File: config.mk
export PLATFORM = sky130hd
export DESIGN_NAME = bfs_top
export DESIGN_NICKNAME = d
export VERILOG_FILES = /design/src/include/bfs_pkg.sv /design/src/design/bfs_chan.sv /design/src/design/bfs_sync.sv /design/src/design/bfs_top.sv
export SDC_FILE = /design/constraint.sdc
export NUM_CORES = 1
export LEC_CHECK = 0
export ABC_CLOCK_PERIOD_IN_PS = 2400
export CORE_MARGIN = 2
export CORE_UTILIZATION = 25
export CTS_CLUSTER_SIZE = 24
export DETAILED_ROUTE_END_ITERATION = 7
export DONT_BUFFER_PORTS = 1
export PLACE_DENSITY = 0.43
export SLEW_MARGIN = 20
export SYNTH_ARGS = -nofsm -noshare
export SYNTH_HDL_FRONTEND = slang
export SYNTH_SLANG_ARGS = --single-unit
export TNS_END_PERCENT = 30
File: constraint.sdc
create_clock -name ref_clk_in -period 2.4 [get_ports ref_clk_in]
set_input_delay 0.36 -clock ref_clk_in [delete_from_list [all_inputs] [get_ports ref_clk_in]]
set_output_delay 0.36 -clock ref_clk_in [all_outputs]
set_load 0.02 [all_outputs]
File: src/include/bfs_pkg.sv
package bfs_pkg;

	////////////////////////////////////////////////////////////////////////
	// clock and timing
	localparam int CLK_KHZ        = 10000;
	localparam int SS_SHORT_US    = 2200;
	localparam int SS_LONG_US     = 17300;
	localparam int SET_SHORT_US   = 2600;
	localparam int SET_LONG_MULT  = 8;
	localparam int SS_SHORT_CYC   = SS_SHORT_US * CLK_KHZ / 1000;
	localparam int SS_LONG_CYC    = SS_LONG_US * CLK_KHZ / 1000;
	localparam int SET_SHORT_CYC  = SET_SHORT_US * CLK_KHZ / 1000;
	localparam int SET_LONG_CYC   = SET_SHORT_CYC * SET_LONG_MULT;

	localparam int TW = 18;
	typedef logic [TW-1:0] bfs_tmr_t;

	////////////////////////////////////////////////////////////////////////
	// fault counting
	localparam int              NCH            = 3;
	localparam int              OCP_W          = 5;
	localparam logic [OCP_W-1:0] OCP_LIMIT     = 5'h14;
	localparam int              HIC_W          = 3;
	localparam logic [HIC_W-1:0] HICCUP_PERIODS = 3'h7;
	localparam int              DG_W           = 3;
	localparam logic [DG_W-1:0]  PG_DEGLITCH   = 3'h4;
	localparam logic [1:0]       STRAP_LAT     = 2'h2;
	localparam int              SYNC_W         = 39;

	////////////////////////////////////////////////////////////////////////
	// timing strap decode, one entry per strap row
	localparam int          STRAP_W        = 4;
	localparam logic [15:0] STRAP_FT_MAP   = 16'h7870;
	localparam logic [31:0] STRAP_SEQ_MAP  = 32'h3939_34e4;
	localparam logic [3:0]  STRAP_LONG_MIN = 4'h7;

	typedef enum logic [1:0] {SEQ_NONE, SEQ_123, SEQ_213, SEQ_312} bfs_seq_e;
	typedef enum logic [2:0] {CH_OFF, CH_SOFT, CH_RUN, CH_DRAIN, CH_HICCUP}
		bfs_chst_e;

	////////////////////////////////////////////////////////////////////////
	// register map, byte addresses
	localparam int         ADDR_W    = 5;
	localparam int         DATA_W    = 32;
	localparam logic [4:0] REG_CTRL  = 5'h00;
	localparam logic [4:0] REG_STAT  = 5'h04;
	localparam logic [4:0] REG_CHAN  = 5'h08;
	localparam logic [4:0] REG_STRAP = 5'h0c;
	localparam logic [4:0] REG_OCP   = 5'h10;
	localparam int         CTRL_FORCED_PULSE_WIDTH_MODE = 3;
	localparam logic [3:0] CTRL_RST  = 4'hf;

endpackage
File: src/design/bfs_chan.sv
`timescale 1ns/1ps
`default_nettype none
module bfs_chan import bfs_pkg::*; #(
	parameter bit SKIP_OK = 1'b0
) (
	input  wire logic             clk_in,
	input  wire logic             arst_n_in,
	input  wire bfs_tmr_t         ss_cyc_in,
	input  wire logic             run_ok_in,
	input  wire logic             go_in,
	input  wire logic             forced_pulse_width_mode_in,
	input  wire logic             ilim_hit_in,
	input  wire logic             zero_cur_in,
	input  wire logic             ref_above_fb_in,
	input  wire logic             min_on_short_in,
	output logic                  hs_on_out,
	output logic                  ls_on_out,
	output logic                  rev_block_out,
	output logic                  skip_out,
	output logic                  soft_out,
	output logic                  run_out,
	output logic                  hiccup_out,
	output logic      [OCP_W-1:0] ocp_cnt_out
);

	bfs_chst_e        st_q, st_d;
	bfs_tmr_t         tmr_q, tmr_d;
	logic [HIC_W-1:0] per_q, per_d;
	logic [OCP_W-1:0] ocp_d;
	logic             to_hic_q, to_hic_d, prebias_d;

	wire             act      = st_q == CH_SOFT || st_q == CH_RUN;
	wire             tmr_end  = tmr_q == ss_cyc_in - bfs_tmr_t'(1);
	wire [OCP_W-1:0] ocp_inc  = ocp_cnt_out + OCP_W'(ilim_hit_in);
	wire             ocp_trip = act && ocp_inc == OCP_LIMIT;
	wire             skip_d   = SKIP_OK && forced_pulse_width_mode_in && min_on_short_in;
	wire             act_d    = st_d == CH_SOFT || st_d == CH_RUN;
	wire             hs_d     = act_d && !ilim_hit_in && !skip_d;
	// low side held off while the precharge guard stands, drain included,
	// so a cut start never pulls reverse current from a precharged output
	wire             ls_d     = (act_d || st_d == CH_DRAIN) && !prebias_d;

	always_comb begin
		st_d      = st_q;
		tmr_d     = tmr_q;
		per_d     = per_q;
		to_hic_d  = to_hic_q;
		ocp_d     = ocp_cnt_out;
		prebias_d = rev_block_out;
		unique case (st_q)
			CH_OFF: if (run_ok_in && go_in) begin
				st_d      = CH_SOFT;
				tmr_d     = '0;
				ocp_d     = '0;
				prebias_d = 1'b1;
			end
			CH_SOFT, CH_RUN: begin
				ocp_d = ocp_inc;
				if (st_q == CH_SOFT)
					tmr_d = tmr_q + bfs_tmr_t'(1);
				if (ref_above_fb_in)
					prebias_d = 1'b0;
				if (!run_ok_in) begin
					st_d     = CH_DRAIN;
					to_hic_d = 1'b0;
				end else if (ocp_trip) begin
					st_d     = CH_DRAIN;
					to_hic_d = 1'b1;
				end else if (st_q == CH_SOFT && tmr_end)
					st_d = CH_RUN;
			end
			// low side stays on, save while the precharge guard holds it off, until inductor current reaches zero
			CH_DRAIN: if (zero_cur_in) begin
				st_d  = to_hic_q ? CH_HICCUP : CH_OFF;
				tmr_d = '0;
				per_d = '0;
			end
			CH_HICCUP: if (!run_ok_in)
				st_d = CH_OFF;
			else if (tmr_end) begin
				tmr_d = '0;
				per_d = per_q + HIC_W'(1);
				if (per_q == HICCUP_PERIODS - HIC_W'(1)) begin
					st_d      = CH_SOFT;
					ocp_d     = '0;
					prebias_d = 1'b1;
				end
			end else
				tmr_d = tmr_q + bfs_tmr_t'(1);
		endcase
	end

	always_ff @(posedge clk_in or negedge arst_n_in) begin
		if (!arst_n_in) begin
			st_q          <= CH_OFF;
			tmr_q         <= '0;
			per_q         <= '0;
			to_hic_q      <= 1'b0;
			ocp_cnt_out   <= '0;
			rev_block_out <= 1'b0;
			hs_on_out     <= 1'b0;
			ls_on_out     <= 1'b0;
			skip_out      <= 1'b0;
			soft_out      <= 1'b0;
			run_out       <= 1'b0;
			hiccup_out    <= 1'b0;
		end else begin
			st_q          <= st_d;
			tmr_q         <= tmr_d;
			per_q         <= per_d;
			to_hic_q      <= to_hic_d;
			ocp_cnt_out   <= ocp_d;
			rev_block_out <= prebias_d;
			hs_on_out     <= hs_d;
			ls_on_out     <= ls_d;
			skip_out      <= act_d && skip_d;
			soft_out      <= st_d == CH_SOFT;
			run_out       <= st_d == CH_RUN;
			hiccup_out    <= st_d == CH_HICCUP;
		end
	end
endmodule
`default_nettype wire

File: src/design/bfs_sync.sv
`timescale 1ns/1ps
`default_nettype none
module bfs_sync #(
	parameter int W = 1
) (
	input  wire logic         clk_in,
	input  wire logic         arst_n_in,
	input  wire logic [W-1:0] d_in,
	output logic      [W-1:0] q_out
);

	logic [W-1:0] meta_q;

	// first stage feeds only the second
	always_ff @(posedge clk_in or negedge arst_n_in) begin
		if (!arst_n_in) begin
			meta_q <= '0;
			q_out  <= '0;
		end else begin
			meta_q <= d_in;
			q_out  <= meta_q;
		end
	end

endmodule
`default_nettype wire

File: src/design/bfs_top.sv
// The placing of the registers and the Avalon-MM interface to the registers were chosen for this implementation.
`timescale 1ns/1ps
`default_nettype none
////////////////////////////////////////////////////////////////////////////////
module bfs_top import bfs_pkg::*; #(
	parameter int SS_SHORT  = SS_SHORT_CYC,
	parameter int SS_LONG   = SS_LONG_CYC,
	parameter int SET_SHORT = SET_SHORT_CYC,
	parameter int SET_LONG  = SET_LONG_CYC
) (
	input  wire logic               ref_clk_in,
	input  wire logic               arst_n_in,
	input  wire logic [NCH-1:0]     channel_enable_pin_in,
	input  wire logic [NCH-1:0]     pvin_below_fall_in,
	input  wire logic [NCH-1:0]     pvin_above_rise_in,
	input  wire logic               bias_below_fall_in,
	input  wire logic               bias_above_rise_in,
	input  wire logic [NCH-1:0]     fb_in_window_in,
	input  wire logic [NCH-1:0]     fb_out_fault_in,
	input  wire logic [NCH-1:0]     ilim_hit_in,
	input  wire logic [NCH-1:0]     zero_current_in,
	input  wire logic [NCH-1:0]     ref_above_feedback_pin_in,
	input  wire logic [1:0]         min_on_short_in,
	input  wire logic               temp_above_powerup_in,
	input  wire logic               temp_above_shutdown_in,
	input  wire logic               temp_below_release_in,
	input  wire logic [STRAP_W-1:0] timing_config_strap_in,
	input  wire logic [NCH-1:0]     ilim_strap_in,
	input  wire logic               power_good_in,
	input  wire logic [ADDR_W-1:0]  avs_address_in,
	input  wire logic               avs_read_in,
	input  wire logic               avs_write_in,
	input  wire logic [DATA_W-1:0]  avs_writedata_in,
	input  wire logic [3:0]         avs_byteenable_in,
	output logic      [DATA_W-1:0]  avs_readdata_out,
	output logic                    avs_waitrequest_out,
	output logic      [NCH-1:0]     hs_on_out,
	output logic      [NCH-1:0]     ls_on_out,
	output logic      [NCH-1:0]     reverse_block_out,
	output logic      [1:0]         pulse_skip_out,
	output logic      [NCH-1:0]     ilim_high_sel_out,
	output logic                    soft_start_long_out,
	output logic                    fast_transient_out,
	output logic                    power_good_out,
	output logic                    power_good_oe_n_out
);

	////////////////////////////////////////////////////////////////////////
	// pin synchronisers
	logic [SYNC_W-1:0]  sync_q;
	logic [NCH-1:0]     en_s, pv_low_s, pv_high_s, win_s, flt_s;
	logic [NCH-1:0]     ilim_s, zero_s, refab_s, ilstrap_s;
	logic [1:0]         minon_s;
	logic               bias_low_s, bias_high_s, hot_s, tsd_hi_s, tsd_lo_s;
	logic               pg_pin_s;
	logic [STRAP_W-1:0] tstrap_s;

	bfs_sync #(.W(SYNC_W)) u_sync (
		.clk_in    (ref_clk_in),
		.arst_n_in (arst_n_in),
		.d_in      ({channel_enable_pin_in, pvin_below_fall_in,
			pvin_above_rise_in, fb_in_window_in, fb_out_fault_in,
			ilim_hit_in, zero_current_in, ref_above_feedback_pin_in,
			ilim_strap_in, min_on_short_in, bias_below_fall_in,
			bias_above_rise_in, temp_above_powerup_in,
			temp_above_shutdown_in, temp_below_release_in,
			power_good_in, timing_config_strap_in}),
		.q_out     (sync_q)
	);
	assign {en_s, pv_low_s, pv_high_s, win_s, flt_s, ilim_s, zero_s,
		refab_s, ilstrap_s, minon_s, bias_low_s, bias_high_s, hot_s,
		tsd_hi_s, tsd_lo_s, pg_pin_s, tstrap_s} = sync_q;

	////////////////////////////////////////////////////////////////////////
	// strap capture after reset release
	logic [1:0]         strap_wait_q;
	logic               strap_ok_q;
	logic [STRAP_W-1:0] tstrap_q;
	logic [NCH-1:0]     ilsel_q;

	always_ff @(posedge ref_clk_in or negedge arst_n_in) begin
		if (!arst_n_in) begin
			strap_wait_q <= '0;
			strap_ok_q   <= 1'b0;
			tstrap_q     <= '0;
			ilsel_q      <= '0;
		end else if (!strap_ok_q) begin
			strap_wait_q <= strap_wait_q + 2'(1);
			strap_ok_q   <= strap_wait_q == STRAP_LAT;
			tstrap_q     <= tstrap_s;
			ilsel_q      <= ilstrap_s;
		end
	end

	// row fifteen is unused and decodes like row zero
	wire       strap_long = tstrap_q >= STRAP_LONG_MIN && !(&tstrap_q);
	wire       fast_tr    = STRAP_FT_MAP[tstrap_q];
	wire [1:0] seq_bits   = STRAP_SEQ_MAP[{tstrap_q, 1'b0} +: 2];
	bfs_seq_e  seq_mode;
	assign seq_mode = bfs_seq_e'(seq_bits);
	wire bfs_tmr_t ss_cyc  = bfs_tmr_t'(strap_long ? SS_LONG : SS_SHORT);
	wire bfs_tmr_t set_lim = bfs_tmr_t'(strap_long ? SET_LONG : SET_SHORT);

	////////////////////////////////////////////////////////////////////////
	// lockouts with hysteresis
	logic [NCH-1:0] pv_lock_q;
	logic           bias_lock_q, tsd_q, hot_arm_q;

	always_ff @(posedge ref_clk_in or negedge arst_n_in) begin
		if (!arst_n_in) begin
			pv_lock_q   <= '1;
			bias_lock_q <= 1'b1;
			tsd_q       <= 1'b0;
			hot_arm_q   <= 1'b1;
		end else begin
			pv_lock_q <= (pv_lock_q & ~pv_high_s) | pv_low_s;
			if (bias_low_s)
				bias_lock_q <= 1'b1;
			else if (bias_high_s)
				bias_lock_q <= 1'b0;
			if (tsd_hi_s)
				tsd_q <= 1'b1;
			else if (tsd_lo_s)
				tsd_q <= 1'b0;
			// armed only across first bias power-up
			if (!bias_lock_q && !hot_s)
				hot_arm_q <= 1'b0;
		end
	end

	wire hot_block = hot_arm_q && hot_s;

	////////////////////////////////////////////////////////////////////////
	// registers: control enables and forced-PWM
	logic [CTRL_FORCED_PULSE_WIDTH_MODE:0] ctrl_q;
	logic [NCH-1:0]     run_ok, go, soft_v, run_v, hic_v;
	logic [OCP_W-1:0]   ocp_v [NCH];
	logic [NCH-1:0]     skip_v;

	// dropping run_ok sends the channel off, through drain if it was switching; recovery re-runs soft start
	assign run_ok = en_s & ctrl_q[NCH-1:0] & ~pv_lock_q
		& {NCH{!bias_lock_q && !tsd_q && !hot_block && strap_ok_q}};

	// start order: a channel waits for its predecessor to regulate
	assign go[0] = seq_mode == SEQ_213 ? run_v[1]
		: seq_mode == SEQ_312 ? run_v[2] : 1'b1;
	assign go[1] = seq_mode == SEQ_123 ? run_v[0]
		: seq_mode == SEQ_312 ? run_v[0] : 1'b1;
	assign go[2] = seq_mode == SEQ_123 ? run_v[1]
		: seq_mode == SEQ_213 ? run_v[0] : 1'b1;

	////////////////////////////////////////////////////////////////////////
	// channel controllers
	genvar gi;
	generate
		for (gi = 0; gi < NCH; gi++) begin : g_ch
			bfs_chan #(.SKIP_OK(gi < 2)) u_chan (
				.clk_in          (ref_clk_in),
				.arst_n_in       (arst_n_in),
				.ss_cyc_in       (ss_cyc),
				.run_ok_in       (run_ok[gi]),
				.go_in           (go[gi]),
				.forced_pulse_width_mode_in         (ctrl_q[CTRL_FORCED_PULSE_WIDTH_MODE]),
				.ilim_hit_in     (ilim_s[gi]),
				.zero_cur_in     (zero_s[gi]),
				.ref_above_fb_in (refab_s[gi]),
				.min_on_short_in (gi < 2 ? minon_s[gi % 2] : 1'b0),
				.hs_on_out       (hs_on_out[gi]),
				.ls_on_out       (ls_on_out[gi]),
				.rev_block_out   (reverse_block_out[gi]),
				.skip_out        (skip_v[gi]),
				.soft_out        (soft_v[gi]),
				.run_out         (run_v[gi]),
				.hiccup_out      (hic_v[gi]),
				.ocp_cnt_out     (ocp_v[gi])
			);
		end
	endgenerate
	// channel three never skips, so its bit is left unread
	assign pulse_skip_out = skip_v[1:0];

	////////////////////////////////////////////////////////////////////////
	// per-channel power good with deglitch
	logic [NCH-1:0] pg_int_q;
	logic [DG_W-1:0] dg_q [NCH];

	generate
		for (gi = 0; gi < NCH; gi++) begin : g_pg
			wire dg_full = dg_q[gi] == PG_DEGLITCH;
			always_ff @(posedge ref_clk_in or negedge arst_n_in) begin
				if (!arst_n_in) begin
					dg_q[gi]     <= '0;
					pg_int_q[gi] <= 1'b0;
				end else begin
					if (!flt_s[gi])
						dg_q[gi] <= '0;
					else if (!dg_full)
						dg_q[gi] <= dg_q[gi] + DG_W'(1);
					if (flt_s[gi] && dg_full)
						pg_int_q[gi] <= 1'b0;
					else if (win_s[gi])
						pg_int_q[gi] <= 1'b1;
				end
			end
		end
	endgenerate

	////////////////////////////////////////////////////////////////////////
	// combined power good with settle delay
	wire      all_good = &pg_int_q;
	bfs_tmr_t set_cnt_q;

	always_ff @(posedge ref_clk_in or negedge arst_n_in) begin
		if (!arst_n_in) begin
			set_cnt_q           <= '0;
			power_good_out      <= 1'b0;
			power_good_oe_n_out <= 1'b0;
		end else if (!all_good) begin
			set_cnt_q           <= '0;
			power_good_out      <= 1'b0;
			power_good_oe_n_out <= 1'b0;
		end else if (!power_good_out) begin
			set_cnt_q <= set_cnt_q + bfs_tmr_t'(1);
			if (set_cnt_q == set_lim - bfs_tmr_t'(1)) begin
				power_good_out      <= 1'b1;
				power_good_oe_n_out <= 1'b1;
			end
		end
	end

	////////////////////////////////////////////////////////////////////////
	// strap-driven outputs
	always_ff @(posedge ref_clk_in or negedge arst_n_in) begin
		if (!arst_n_in) begin
			ilim_high_sel_out   <= '0;
			soft_start_long_out <= 1'b0;
			fast_transient_out  <= 1'b0;
		end else begin
			ilim_high_sel_out   <= ilsel_q;
			soft_start_long_out <= strap_long;
			fast_transient_out  <= fast_tr;
		end
	end

	////////////////////////////////////////////////////////////////////////
	// avalon slave, one wait cycle on every access
	wire            req      = avs_read_in || avs_write_in;
	wire            sel_ctrl = avs_address_in == REG_CTRL;
	wire            sel_stat = avs_address_in == REG_STAT;
	wire            sel_chan = avs_address_in == REG_CHAN;
	wire            sel_strp = avs_address_in == REG_STRAP;
	wire            sel_ocp  = avs_address_in == REG_OCP;
	wire            wr_ctrl  = avs_write_in && !avs_waitrequest_out
		&& sel_ctrl && avs_byteenable_in[0];
	wire [DATA_W-1:0] rd_mux =
		sel_ctrl ? DATA_W'(ctrl_q) :
		sel_stat ? DATA_W'({pv_lock_q, hot_block, tsd_q, bias_lock_q,
			power_good_out, pg_pin_s, pg_int_q}) :
		sel_chan ? DATA_W'({hic_v, run_v, soft_v}) :
		sel_strp ? DATA_W'({fast_tr, strap_long, ilsel_q, tstrap_q}) :
		sel_ocp  ? DATA_W'({ocp_v[2], ocp_v[1], ocp_v[0]}) : '0;

	always_ff @(posedge ref_clk_in or negedge arst_n_in) begin
		if (!arst_n_in) begin
			avs_waitrequest_out <= 1'b1;
			avs_readdata_out    <= '0;
			ctrl_q              <= CTRL_RST;
		end else begin
			avs_waitrequest_out <= !(req && avs_waitrequest_out);
			if (avs_read_in && avs_waitrequest_out)
				avs_readdata_out <= rd_mux;
			if (wr_ctrl)
				ctrl_q <= avs_writedata_in[CTRL_FORCED_PULSE_WIDTH_MODE:0];
		end
	end
endmodule
`default_nettype wire

After elaboration in Yosys (flattened, before gate mapping)
Memories as Yosys holds them, arrays and structs flattened.
Cells that the tools add are included.
{"block": "totals", "input_bits": 84, "output_inout_bits": 51, "romBits": 16, "reg_bits": 278, "memories": 1}
{"block": "op_classes", "add_sub_neg": 16, "reduce_logical": 93, "bitwise": 7, "mux": 138, "n_eq_ne": 71, "shifts": 1, "n_lt_le_gt_ge": 2}
{"name": "(no name shown)", "depth": 16, "width": 1, "read_ports": 1, "rd_ports_with_merged_regs": 0, "wr": 0, "line": "bfs_top.sv:97", "text": "wire fast_tr = STRAP_FT_MAP[tstrap_q];"}
{"cell": "18-bit two-way mux", "count": 19}
{"cell": "18-bit case mux with 4 select lines", "count": 3}
{"cell": "3-bit two-way mux", "count": 42}
{"cell": "15-bit two-way mux", "count": 5}
{"cell": "18-bit by 1-bit adder with 18-bit output (second input constant)", "count": 4}
{"cell": "18-bit == test", "count": 4}
{"cell": "5-bit two-way mux", "count": 12}
{"cell": "1-bit two-way mux", "count": 45}
{"cell": "5-bit case mux with 3 select lines", "count": 3}
{"cell": "3-bit by 2-bit == test with 1-bit output (second input constant)", "count": 12}
{"cell": "3-bit == test (second input constant)", "count": 12}
{"cell": "3-bit case mux with 4 select lines", "count": 3}
{"cell": "18-bit by 1-bit subtractor with 18-bit output (second input constant)", "count": 2}
{"cell": "1-bit logical AND", "count": 35}
{"cell": "2-bit by 1-bit inequality test with 1-bit output (second input constant)", "count": 16}
{"cell": "32-bit by 6-bit variable part select with 2-bit output (first input constant)", "count": 1}
{"cell": "4-bit AND reduction", "count": 7}
{"cell": "5-bit == test (second input constant)", "count": 4}
{"cell": "2-bit inequality test (second input constant)", "count": 10}
{"cell": "3-bit by 1-bit adder with 3-bit output (second input constant)", "count": 6}
{"cell": "3-bit by 1-bit == test with 1-bit output (second input constant)", "count": 6}
{"cell": "3-bit case mux with 2 select lines", "count": 3}
{"cell": "2-bit nonzero test", "count": 8}
{"cell": "5-bit by 1-bit adder with 5-bit output", "count": 3}
{"cell": "20 further kinds", "count": 63}

Longest topological paths before layout
Gate-level depths: netlist (run 1).
{"block": "logic_depth", "depth_word": 15, "ltp_mapped": 11}

By module
Synthesis (run 1) repeated with hierarchy kept, for this count alone.
{"block": "hier_totals", "cells_unflattened": 1411, "hier_area_um2": 13819.5}
{"mod": "bfs_top", "cells_each": 395, "seq_area_each_um2": 1839.3, "n_inst": 1, "area_per_inst_um2": 3876.2}
{"mod": "bfs_chan at g_ch[1].u_chan", "cells_each": 321, "seq_area_each_um2": 925.9, "n_inst": 1, "area_per_inst_um2": 2715.1}
{"mod": "bfs_chan at g_ch[0].u_chan", "cells_each": 314, "seq_area_each_um2": 925.9, "n_inst": 1, "area_per_inst_um2": 2663.8}
{"mod": "bfs_chan at g_ch[2].u_chan", "cells_each": 303, "seq_area_each_um2": 900.9, "n_inst": 1, "area_per_inst_um2": 2612.5}
{"mod": "bfs_sync", "cells_each": 78, "seq_area_each_um2": 1951.9, "n_inst": 1, "area_per_inst_um2": 1951.9}

Least setup slack after synthesis (run 1)
Ideal clock, no wire load.
{"block": "synth_timing", "kind": "reg2reg", "from": "register tstrap_q[0]", "to": "register g_ch[0].u_chan.ocp_cnt_out[2]", "stages_incl_launch_ff": 9, "path_slack_ns": -0.129, "arrival_time_ns": 2.403, "n_path_buf": 0, "setup_ns": 0.126, "synth_period_minus_slack_ns": 2.529, "path_cell_list": "dfrtp_1 > ha_1 > and3b_4 > or4_4 > a21oi_2 > nand2_1 > o31a_1 > o32a_1 > a221o_1"}
{"block": "synth_via", "elab_chain_cells": 8, "word_cells_on_any_way": 16, "cone_classes": "add/sub: 1; order compare: 1; eq/ne: 5; shift: 1; mux: 3; reduce/logical: 5"}
{"item": "start, declared", "line": "bfs_top.sv:78", "text": "logic [STRAP_W-1:0] tstrap_q;"}
{"item": "start signal, assigned", "line": "bfs_top.sv:90", "text": "tstrap_q <= tstrap_s;"}
{"item": "parallel branches: the longest is 7 deep, another holds 18-bit by 1-bit subtractor with 18-bit output"}
{"item": "5-bit AND reduction (no line) *"}
{"item": "end signal, assigned", "line": "bfs_chan.sv:112", "text": "ocp_cnt_out <= ocp_d;"}
{"item": "end, declared", "line": "bfs_chan.sv:23", "text": "output logic [OCP_W-1:0] ocp_cnt_out"}
Mark *: on every way between the ends.
A chain may end at the register's enable or synchronous reset.

Worst setup path after layout (run 1)
{"block": "layout_timing", "from": "register tstrap_q[1]", "to": "register g_ch[0].u_chan.ocp_cnt_out[2]"}
The elaborated chain is that of the path after synthesis.

==> impl_metrics.json, run 1 <==
{
  "outcome": "finished, violations left",
  "violations": "negative hold slack, negative setup slack",
  "finClkSkew_ps": 8.973,
  "clk_pin_slew_ps": 60,
  "met1_length_mm": 14.38,
  "cp-end-kind": "flop",
  "fp.dieW_um": 224.0,
  "r2r_end": "g_ch[0].u_chan.ocp_cnt_out[2]$_DFFE_PN0P_",
  "die-area_um2": 50190,
  "setup_viol": 44,
  "cts_buffers": 30,
  "clock.fmax_ghz": 0.3942,
  "synth-seq-cells": 261,
  "worstMarginPinSlew_ps": 530.9,
  "period_needed_ps": 2537,
  "slew-limit-headroom_pct": 64.48,
  "synth_top_area_cell": "dfrtp_1",
  "synth_edf_count": 0,
  "drt_wl_total_mm": 30.86,
  "synth_warnings": 0,
  "hold_viol_final": 261,
  "final_cell_area_um2": 15560,
  "coreArea_um2": 47750,
  "synth_top_area_share_pct": 51.90,
  "crit_type": "reg -> reg",
  "critPathMaxStageDelay_ps": 470,
  "final_common_cell": "dfrtp_1",
  "combPwrFrac_pct": 29.8,
  "p_switching_uw": 4784,
  "cts_tree": "built",
  "start_util_pct": 25.35,
  "drive_gt1_share_pct": 23.42,
  "clockRootBuffer": "clkbuf_16",
  "final_cell_mix": "248 x dfrtp_1, 137 x buf_4, 92 x nand2_1",
  "antenna_found_initial": 0,
  "finalCritPeriodShare_pct": 105.7,
  "finalNetCount": 1436,
  "highest_layer": "met4",
  "synthCells": 1151,
  "cp.arrival_ps": 2980,
  "cp.required_ps": 2840,
  "clockBufferDepth": 3,
  "slowest_stage": "or4_4",
  "die_h_um": 224.0,
  "drcViolationCount": 0,
  "ant_nets": 0,
  "cap_violations": 0,
  "rows": 80,
  "antenna_cells": 0,
  "port_buffers": 0,
  "placedCellCount": 1853,
  "postSynthAreaPerCell_um2": 10.52,
  "sw_frac_of_total_pct": 32.94,
  "synth_area_leaders": "dfrtp_1 52%, o21ai_0 3.5%, nor2_1 2.9%",
  "syn_to_final_growth_pct": 28.53,
  "htreeDepth": 1,
  "rrSetupSlack_ps": -140,
  "fin_ws_ps": -136.5,
  "vias_per_cell": 4.630,
  "routedWlPerCell_um": 15.71,
  "vias": 9093,
  "internal_power_uw": 9741,
  "place_ws_ps": -283.8,
  "grt_max_degree": 262,
  "clock-sinks": 261,
  "grt_usage_pct": 12.51,
  "dpl_cell_area_um2": 13620,
  "grt-ovfl-total": 0,
  "peakVddDrop_mv": 0.5077,
  "path_cells": "ha_4 -> and3b_4 -> or4_4 -> a21oi_4 -> nand2_2 -> o31a_1 -> o32a_1 -> a221o_1",
  "syn_area_um2": 12100,
  "whs_ps": -493.4,
  "synth_top_flop_cell": "dfrtp_1",
  "grt_pass1_vias": 9274,
  "hold_class": "in -> async",
  "drt-initial-drc-count": 499,
  "final_max_slew_viol_count": 0,
  "ctsHoldBuffers": 45,
  "first_pass_iters": 5,
  "reg2reg_depth": 8,
  "start_kind": "flop",
  "met2_wirelength_mm": 14.65,
  "critPathMaxFanout": 5,
  "ys_seq_area_share_pct": 54.07,
  "clk_latency_ps": 560,
  "instances_no_fill": 1964,
  "power_density_nw_per_um2": 933.7,
  "async_reset_ff_share_pct": 100.0,
  "rsz0062_at_grt": "yes",
  "power_frac_clock_pct": 32.6,
  "synth.distinct_cells": 85,
  "gp_congestion": 0.8280,
  "sequentialPowerShare_pct": 37.6,
  "grt_pass1_wl_mm": 50.98,
  "io_pins": 135,
  "wl_met3_mm": 1.268,
  "reg2reg_from": "tstrap_q[1]$_DFFE_PN0N_",
  "static-leakage-power_uw": 0.006731,
  "place_hpwl_mm": 21.59
}
## final cells by class
| type | count | area (um2) |
|---|---|---|
| Fill cell | 4842 | 32190 |
| Sequential cell | 261 | 6548 |
| Multi-Input combinational cell | 797 | 5433 |
| Timing Repair Buffer | 191 | 1607 |
| Clock buffer | 38 | 832.0 |
| Tap cell | 615 | 769.5 |
| Clock inverter | 18 | 202.7 |
| Inverter | 44 | 165.2 |
## layer usage
metal  up-vias  global-route usage, %
li1       4435                      -
met1      4460                  17.07
met2       160                  20.74
met3        38                  1.928
met4         0                  3.118
met5         -                      0
## registers in the layout, summed over array words and instances, names as in the netlist, 9 cells and up
register and count:
dg_q 9, g_ch.u_chan.per_q 9, g_ch.u_chan.st_q 9, u_sync.meta_q 39
g_ch.u_chan.ocp_cnt_out 15, g_ch.u_chan.tmr_q 54, avs_readdata_out 15, u_sync.q_out 39
set_cnt_q 18
## synthesized netlist by cell type (9+ instances only)
master    instances
dfstp_2          10
ha_1             27
o31ai_1          20
nand3_1          45
nor2b_1          13
a211oi_1         12
o21ai_0          84
nor3_1           14
a31oi_1          12
nand4_1          15
nand2_1          93
a21oi_1          41
dfrtp_1         251
and4_1            9
buf_4            29
a21o_1           15
nor3b_1          10
and3_1           32
a22o_1           13
clkbuf_1         26
xor2_1           23
and2_1           12
nand2b_1         23
mux2_2           18
xnor2_1          21
inv_1            44
a222oi_1          9
nor2_1           95
## logic make-up (layout without fill, tap and decap cells)
kind of cell	count (synthesis)	after routing	share of synthesized area, %
AND/OR/NAND/NOR	412	412	17.83
AO/OA/AOI/OAI	273	273	15.46
flip-flops	261	261	54.07
buffers and inverters	109	291	4.466
XOR/XNOR	44	44	3.184
adder cells (fa/ha/maj)	27	27	2.791
multiplexers	24	24	2.171
other	1	17	0.03098
## through the flow
stage | util [%] | total power, uW | setup TNS (ps)
floorplan | - | 7912 | -69.37
global placement | 28.52 | 9445 | -8460
detailed placement | 28.52 | 9455 | -12080
CTS | 32.16 | 14590 | -1209
global route | 32.58 | 15440 | -9332
finish | 32.58 | 14530 | -1676
## worst max path at each step
| stage | from | end | cells past startpoint |
|---|---|---|---|
| after CTS | tstrap_q[1]$_DFFE_PN0N_ | g_ch[0].u_chan.skip_out$_DFF_PN0_ | 12 |
| after global routing | tstrap_q[0]$_DFFE_PN0N_ | g_ch[0].u_chan.hs_on_out$_DFF_PN0_ | 12 |
| after floorplan | tstrap_q[1]$_DFFE_PN0N_ | g_ch[0].u_chan.tmr_q[17]$_DFFE_PN0P_ | 11 |
| after global placement | tstrap_q[1]$_DFFE_PN0N_ | g_ch[0].u_chan.ocp_cnt_out[2]$_DFFE_PN0P_ | 10 |
| final | tstrap_q[1]$_DFFE_PN0N_ | g_ch[0].u_chan.ocp_cnt_out[2]$_DFFE_PN0P_ | 8 |
| after detailed placement | tstrap_q[1]$_DFFE_PN0N_ | g_ch[0].u_chan.ocp_cnt_out[2]$_DFFE_PN0P_ | 10 |
## power groups by stage
stage | Sequential (uW) | Combinational [uW] | Clock [uW]
floorplan | 5300 | 2610 | 0
global placement | 5550 | 3890 | 0
detailed placement | 5550 | 3900 | 0
CTS | 5480 | 4190 | 4920
global route | 5550 | 4800 | 5090
finish | 5470 | 4330 | 4730
## repair_timing
action / 4_1_cts / 5_1_grt
buffers inserted: 7 / 3
pin swaps: 16 / 27
endpoints found under the setup margin: 87 / 88
hold endpoints to repair: 305 / 261
resized for setup: 48 / 51
## critical path, delay by kind of cell, from the launching register on
family,cells,cell delay [ps]
simple gates,3,770
compound gates,4,1000
flops,1,450
fa+ha+maj,1,210
(Power assumes the default switching activity.)
==> run 2, diff against run 1 <==
--- a/config.mk
+++ b/config.mk
@@ -6,13 +6,13 @@
 export NUM_CORES = 1
 export LEC_CHECK = 0
 export ABC_CLOCK_PERIOD_IN_PS = 2400
-export CORE_MARGIN = 2
+export CORE_MARGIN = 4
 export CORE_UTILIZATION = 25
 export CTS_CLUSTER_SIZE = 24
 export DETAILED_ROUTE_END_ITERATION = 7
 export DONT_BUFFER_PORTS = 1
 export PLACE_DENSITY = 0.43
-export SLEW_MARGIN = 20
+export SLEW_MARGIN = 10
 export SYNTH_ARGS = -nofsm -noshare
 export SYNTH_HDL_FRONTEND = slang
 export SYNTH_SLANG_ARGS = --single-unit
==> run 2 against run 1 <==
Effect of this change:
- utilization hardly changed
- flip-flop and latch count stayed put
- critical path depth stayed put
- the run still ends with negative hold slack, negative setup slack left
- register-to-register slack better by 50 ps
- die area is 3.6% higher
==> impl_metrics.json, run 2 (synthesis results as in run 1) <==
{
  "reg2reg_depth": 8,
  "cp.arrival_ps": 2930,
  "critPathMaxFanout": 5,
  "worstMarginPinSlew_ps": 549.3,
  "place_ws_ps": -257.9,
  "static-leakage-power_uw": 0.006760,
  "grt_pass1_vias": 9280,
  "drive_gt1_share_pct": 24.20,
  "hold_class": "in -> async",
  "rows": 80,
  "io_pins": 135,
  "cap_violations": 0,
  "htreeDepth": 1,
  "clk_latency_ps": 560,
  "place_hpwl_mm": 21.93,
  "vias": 9094,
  "syn_to_final_growth_pct": 28.94,
  "start_kind": "flop",
  "cts_buffers": 30,
  "grt_max_degree": 262,
  "clk_pin_slew_ps": 60,
  "power_density_nw_per_um2": 942.8,
  "finClkSkew_ps": 13.07,
  "violations": "negative hold slack, negative setup slack",
  "start_util_pct": 25.30,
  "drcViolationCount": 0,
  "cp.required_ps": 2840,
  "ant_nets": 0,
  "clock-sinks": 261,
  "gp_congestion": 0.8295,
  "final_max_slew_viol_count": 0,
  "clockBufferDepth": 3,
  "vias_per_cell": 4.635,
  "hold_viol_final": 261,
  "r2r_end": "g_ch[0].u_chan.ocp_cnt_out[2]$_DFFE_PN0P_",
  "cts_tree": "built",
  "die_h_um": 228.0,
  "drt_wl_total_mm": 31.63,
  "antenna_cells": 0,
  "routedWlPerCell_um": 16.12,
  "antenna_found_initial": 1,
  "clock.fmax_ghz": 0.4023,
  "finalCritPeriodShare_pct": 103.6,
  "largestRegisters": "g_ch.u_chan.tmr_q x54, u_sync.meta_q x39, u_sync.q_out x39",
  "regMostFlops": "g_ch.u_chan.tmr_q",
  "fp.dieW_um": 228.0,
  "grt-ovfl-total": 0,
  "setup_viol": 20,
  "grt_usage_pct": 11.91,
  "dpl_cell_area_um2": 13610,
  "ctsHoldBuffers": 45,
  "final_common_cell": "dfrtp_1",
  "finalNetCount": 1434,
  "grt_pass1_wl_mm": 51.20,
  "reg2reg_from": "tstrap_q[1]$_DFFE_PN0N_",
  "rrSetupSlack_ps": -90,
  "peakVddDrop_mv": 0.6594,
  "fin_ws_ps": -85.69,
  "cp-end-kind": "flop",
  "final_cell_area_um2": 15610,
  "whs_ps": -499.4,
  "clockRootBuffer": "clkbuf_16",
  "final_cell_mix": "248 x dfrtp_1, 134 x buf_4, 92 x nor2_1",
  "period_needed_ps": 2486,
  "die-area_um2": 52000,
  "crit_type": "reg -> reg",
  "slew-limit-headroom_pct": 63.25,
  "largest_reg_flops": 54,
  "first_pass_iters": 7,
  "rsz0062_at_grt": "yes",
  "outcome": "finished, violations left",
  "drt-initial-drc-count": 402,
  "port_buffers": 0,
  "coreArea_um2": 47850
}
[run 2: cell count changes in the layout (fill, tap and decap cells not counted), sizes merged]
cell,previous run,this run
clkbuf,38,36
buf,146,144
bufinv,3,5
inv,48,45
clkinvlp,6,3
clkinv,5,11
[run 2: metrics by stage]
| stage | total power (uW) | utilization (%) | cells | TNS (ps) |
|---|---|---|---|---|
| 6_report | 14710 | 32.62 | 1962 | -857.9 |
| 5_1_grt | 15590 | 32.62 | 1962 | -5585 |
| 4_1_cts | 14690 | 32.09 | 1959 | -1917 |
| 3_5_place_dp | 9383 | 28.44 | 1853 | -12410 |
| 3_3_place_gp | 9361 | 28.44 | 1853 | -8542 |
| 2_1_floorplan | 7912 | - | 1167 | -69.37 |
[run 2: how the worst max path moves through the flow]
stage / to / cells after the start / start / slack [ps]
after floorplan: g_ch[0].u_chan.tmr_q[17]$_DFFE_PN0P_ / 11 / tstrap_q[1]$_DFFE_PN0N_ / -20
after CTS: g_ch[0].u_chan.tmr_q[15]$_DFFE_PN0P_ / 11 / tstrap_q[0]$_DFFE_PN0N_ / -110
after global placement: g_ch[2].u_chan.hs_on_out$_DFF_PN0_ / 10 / tstrap_q[1]$_DFFE_PN0N_ / -220
after detailed placement: g_ch[0].u_chan.ocp_cnt_out[2]$_DFFE_PN0P_ / 8 / tstrap_q[1]$_DFFE_PN0N_ / -260
final: g_ch[0].u_chan.ocp_cnt_out[2]$_DFFE_PN0P_ / 8 / tstrap_q[1]$_DFFE_PN0N_ / -90
after global routing: g_ch[1].u_chan.skip_out$_DFF_PN0_ / 11 / tstrap_q[1]$_DFFE_PN0N_ / -200
[run 2: critical path: stages (launching register included)]
cell,delay [ps]
dfrtp_2,450
ha_4,200
and3b_4,220
or4_4,470
a21oi_4,160
nand2_2,70
o31a_1,230
o32a_1,230
a221o_1,340
[run 2: where the power goes]
part | internal [uW] | total (uW) | leakage, uW | switching [uW]
clock | 2990 | 4910 | 0.000525 | 1920
combinational | 1990 | 4330 | 0.00295 | 2340
sequential | 4910 | 5480 | 0.00329 | 563
total | 9890 | 14700 | 0.00676 | 4820
[run 2: repair_timing]
action,in CTS,in global routing
endpoints found under the setup margin,95,92
setup buffers,5,3
endpoints found under the hold margin,305,261
resized for setup,45,77
pin swaps,22,28
[run 2: cell type report]
type / instances / area (um2)
Fill cell: 4878 / 32240
Sequential cell: 261 / 6548
Multi-Input combinational cell: 797 / 5477
Timing Repair Buffer: 189 / 1578
Clock buffer: 36 / 824.5
Tap cell: 615 / 769.5
Clock inverter: 20 / 244.0
Inverter: 44 / 165.2
[run 2: per-layer routing]
layer  track usage (%)  vias up  share of wire (%)
met2             19.25      178                 46
li1                  -     4432                  -
met5                 0        -                  0
met3             2.146       48                4.7
met4             3.406        0                2.4
met1             16.44     4436                 46
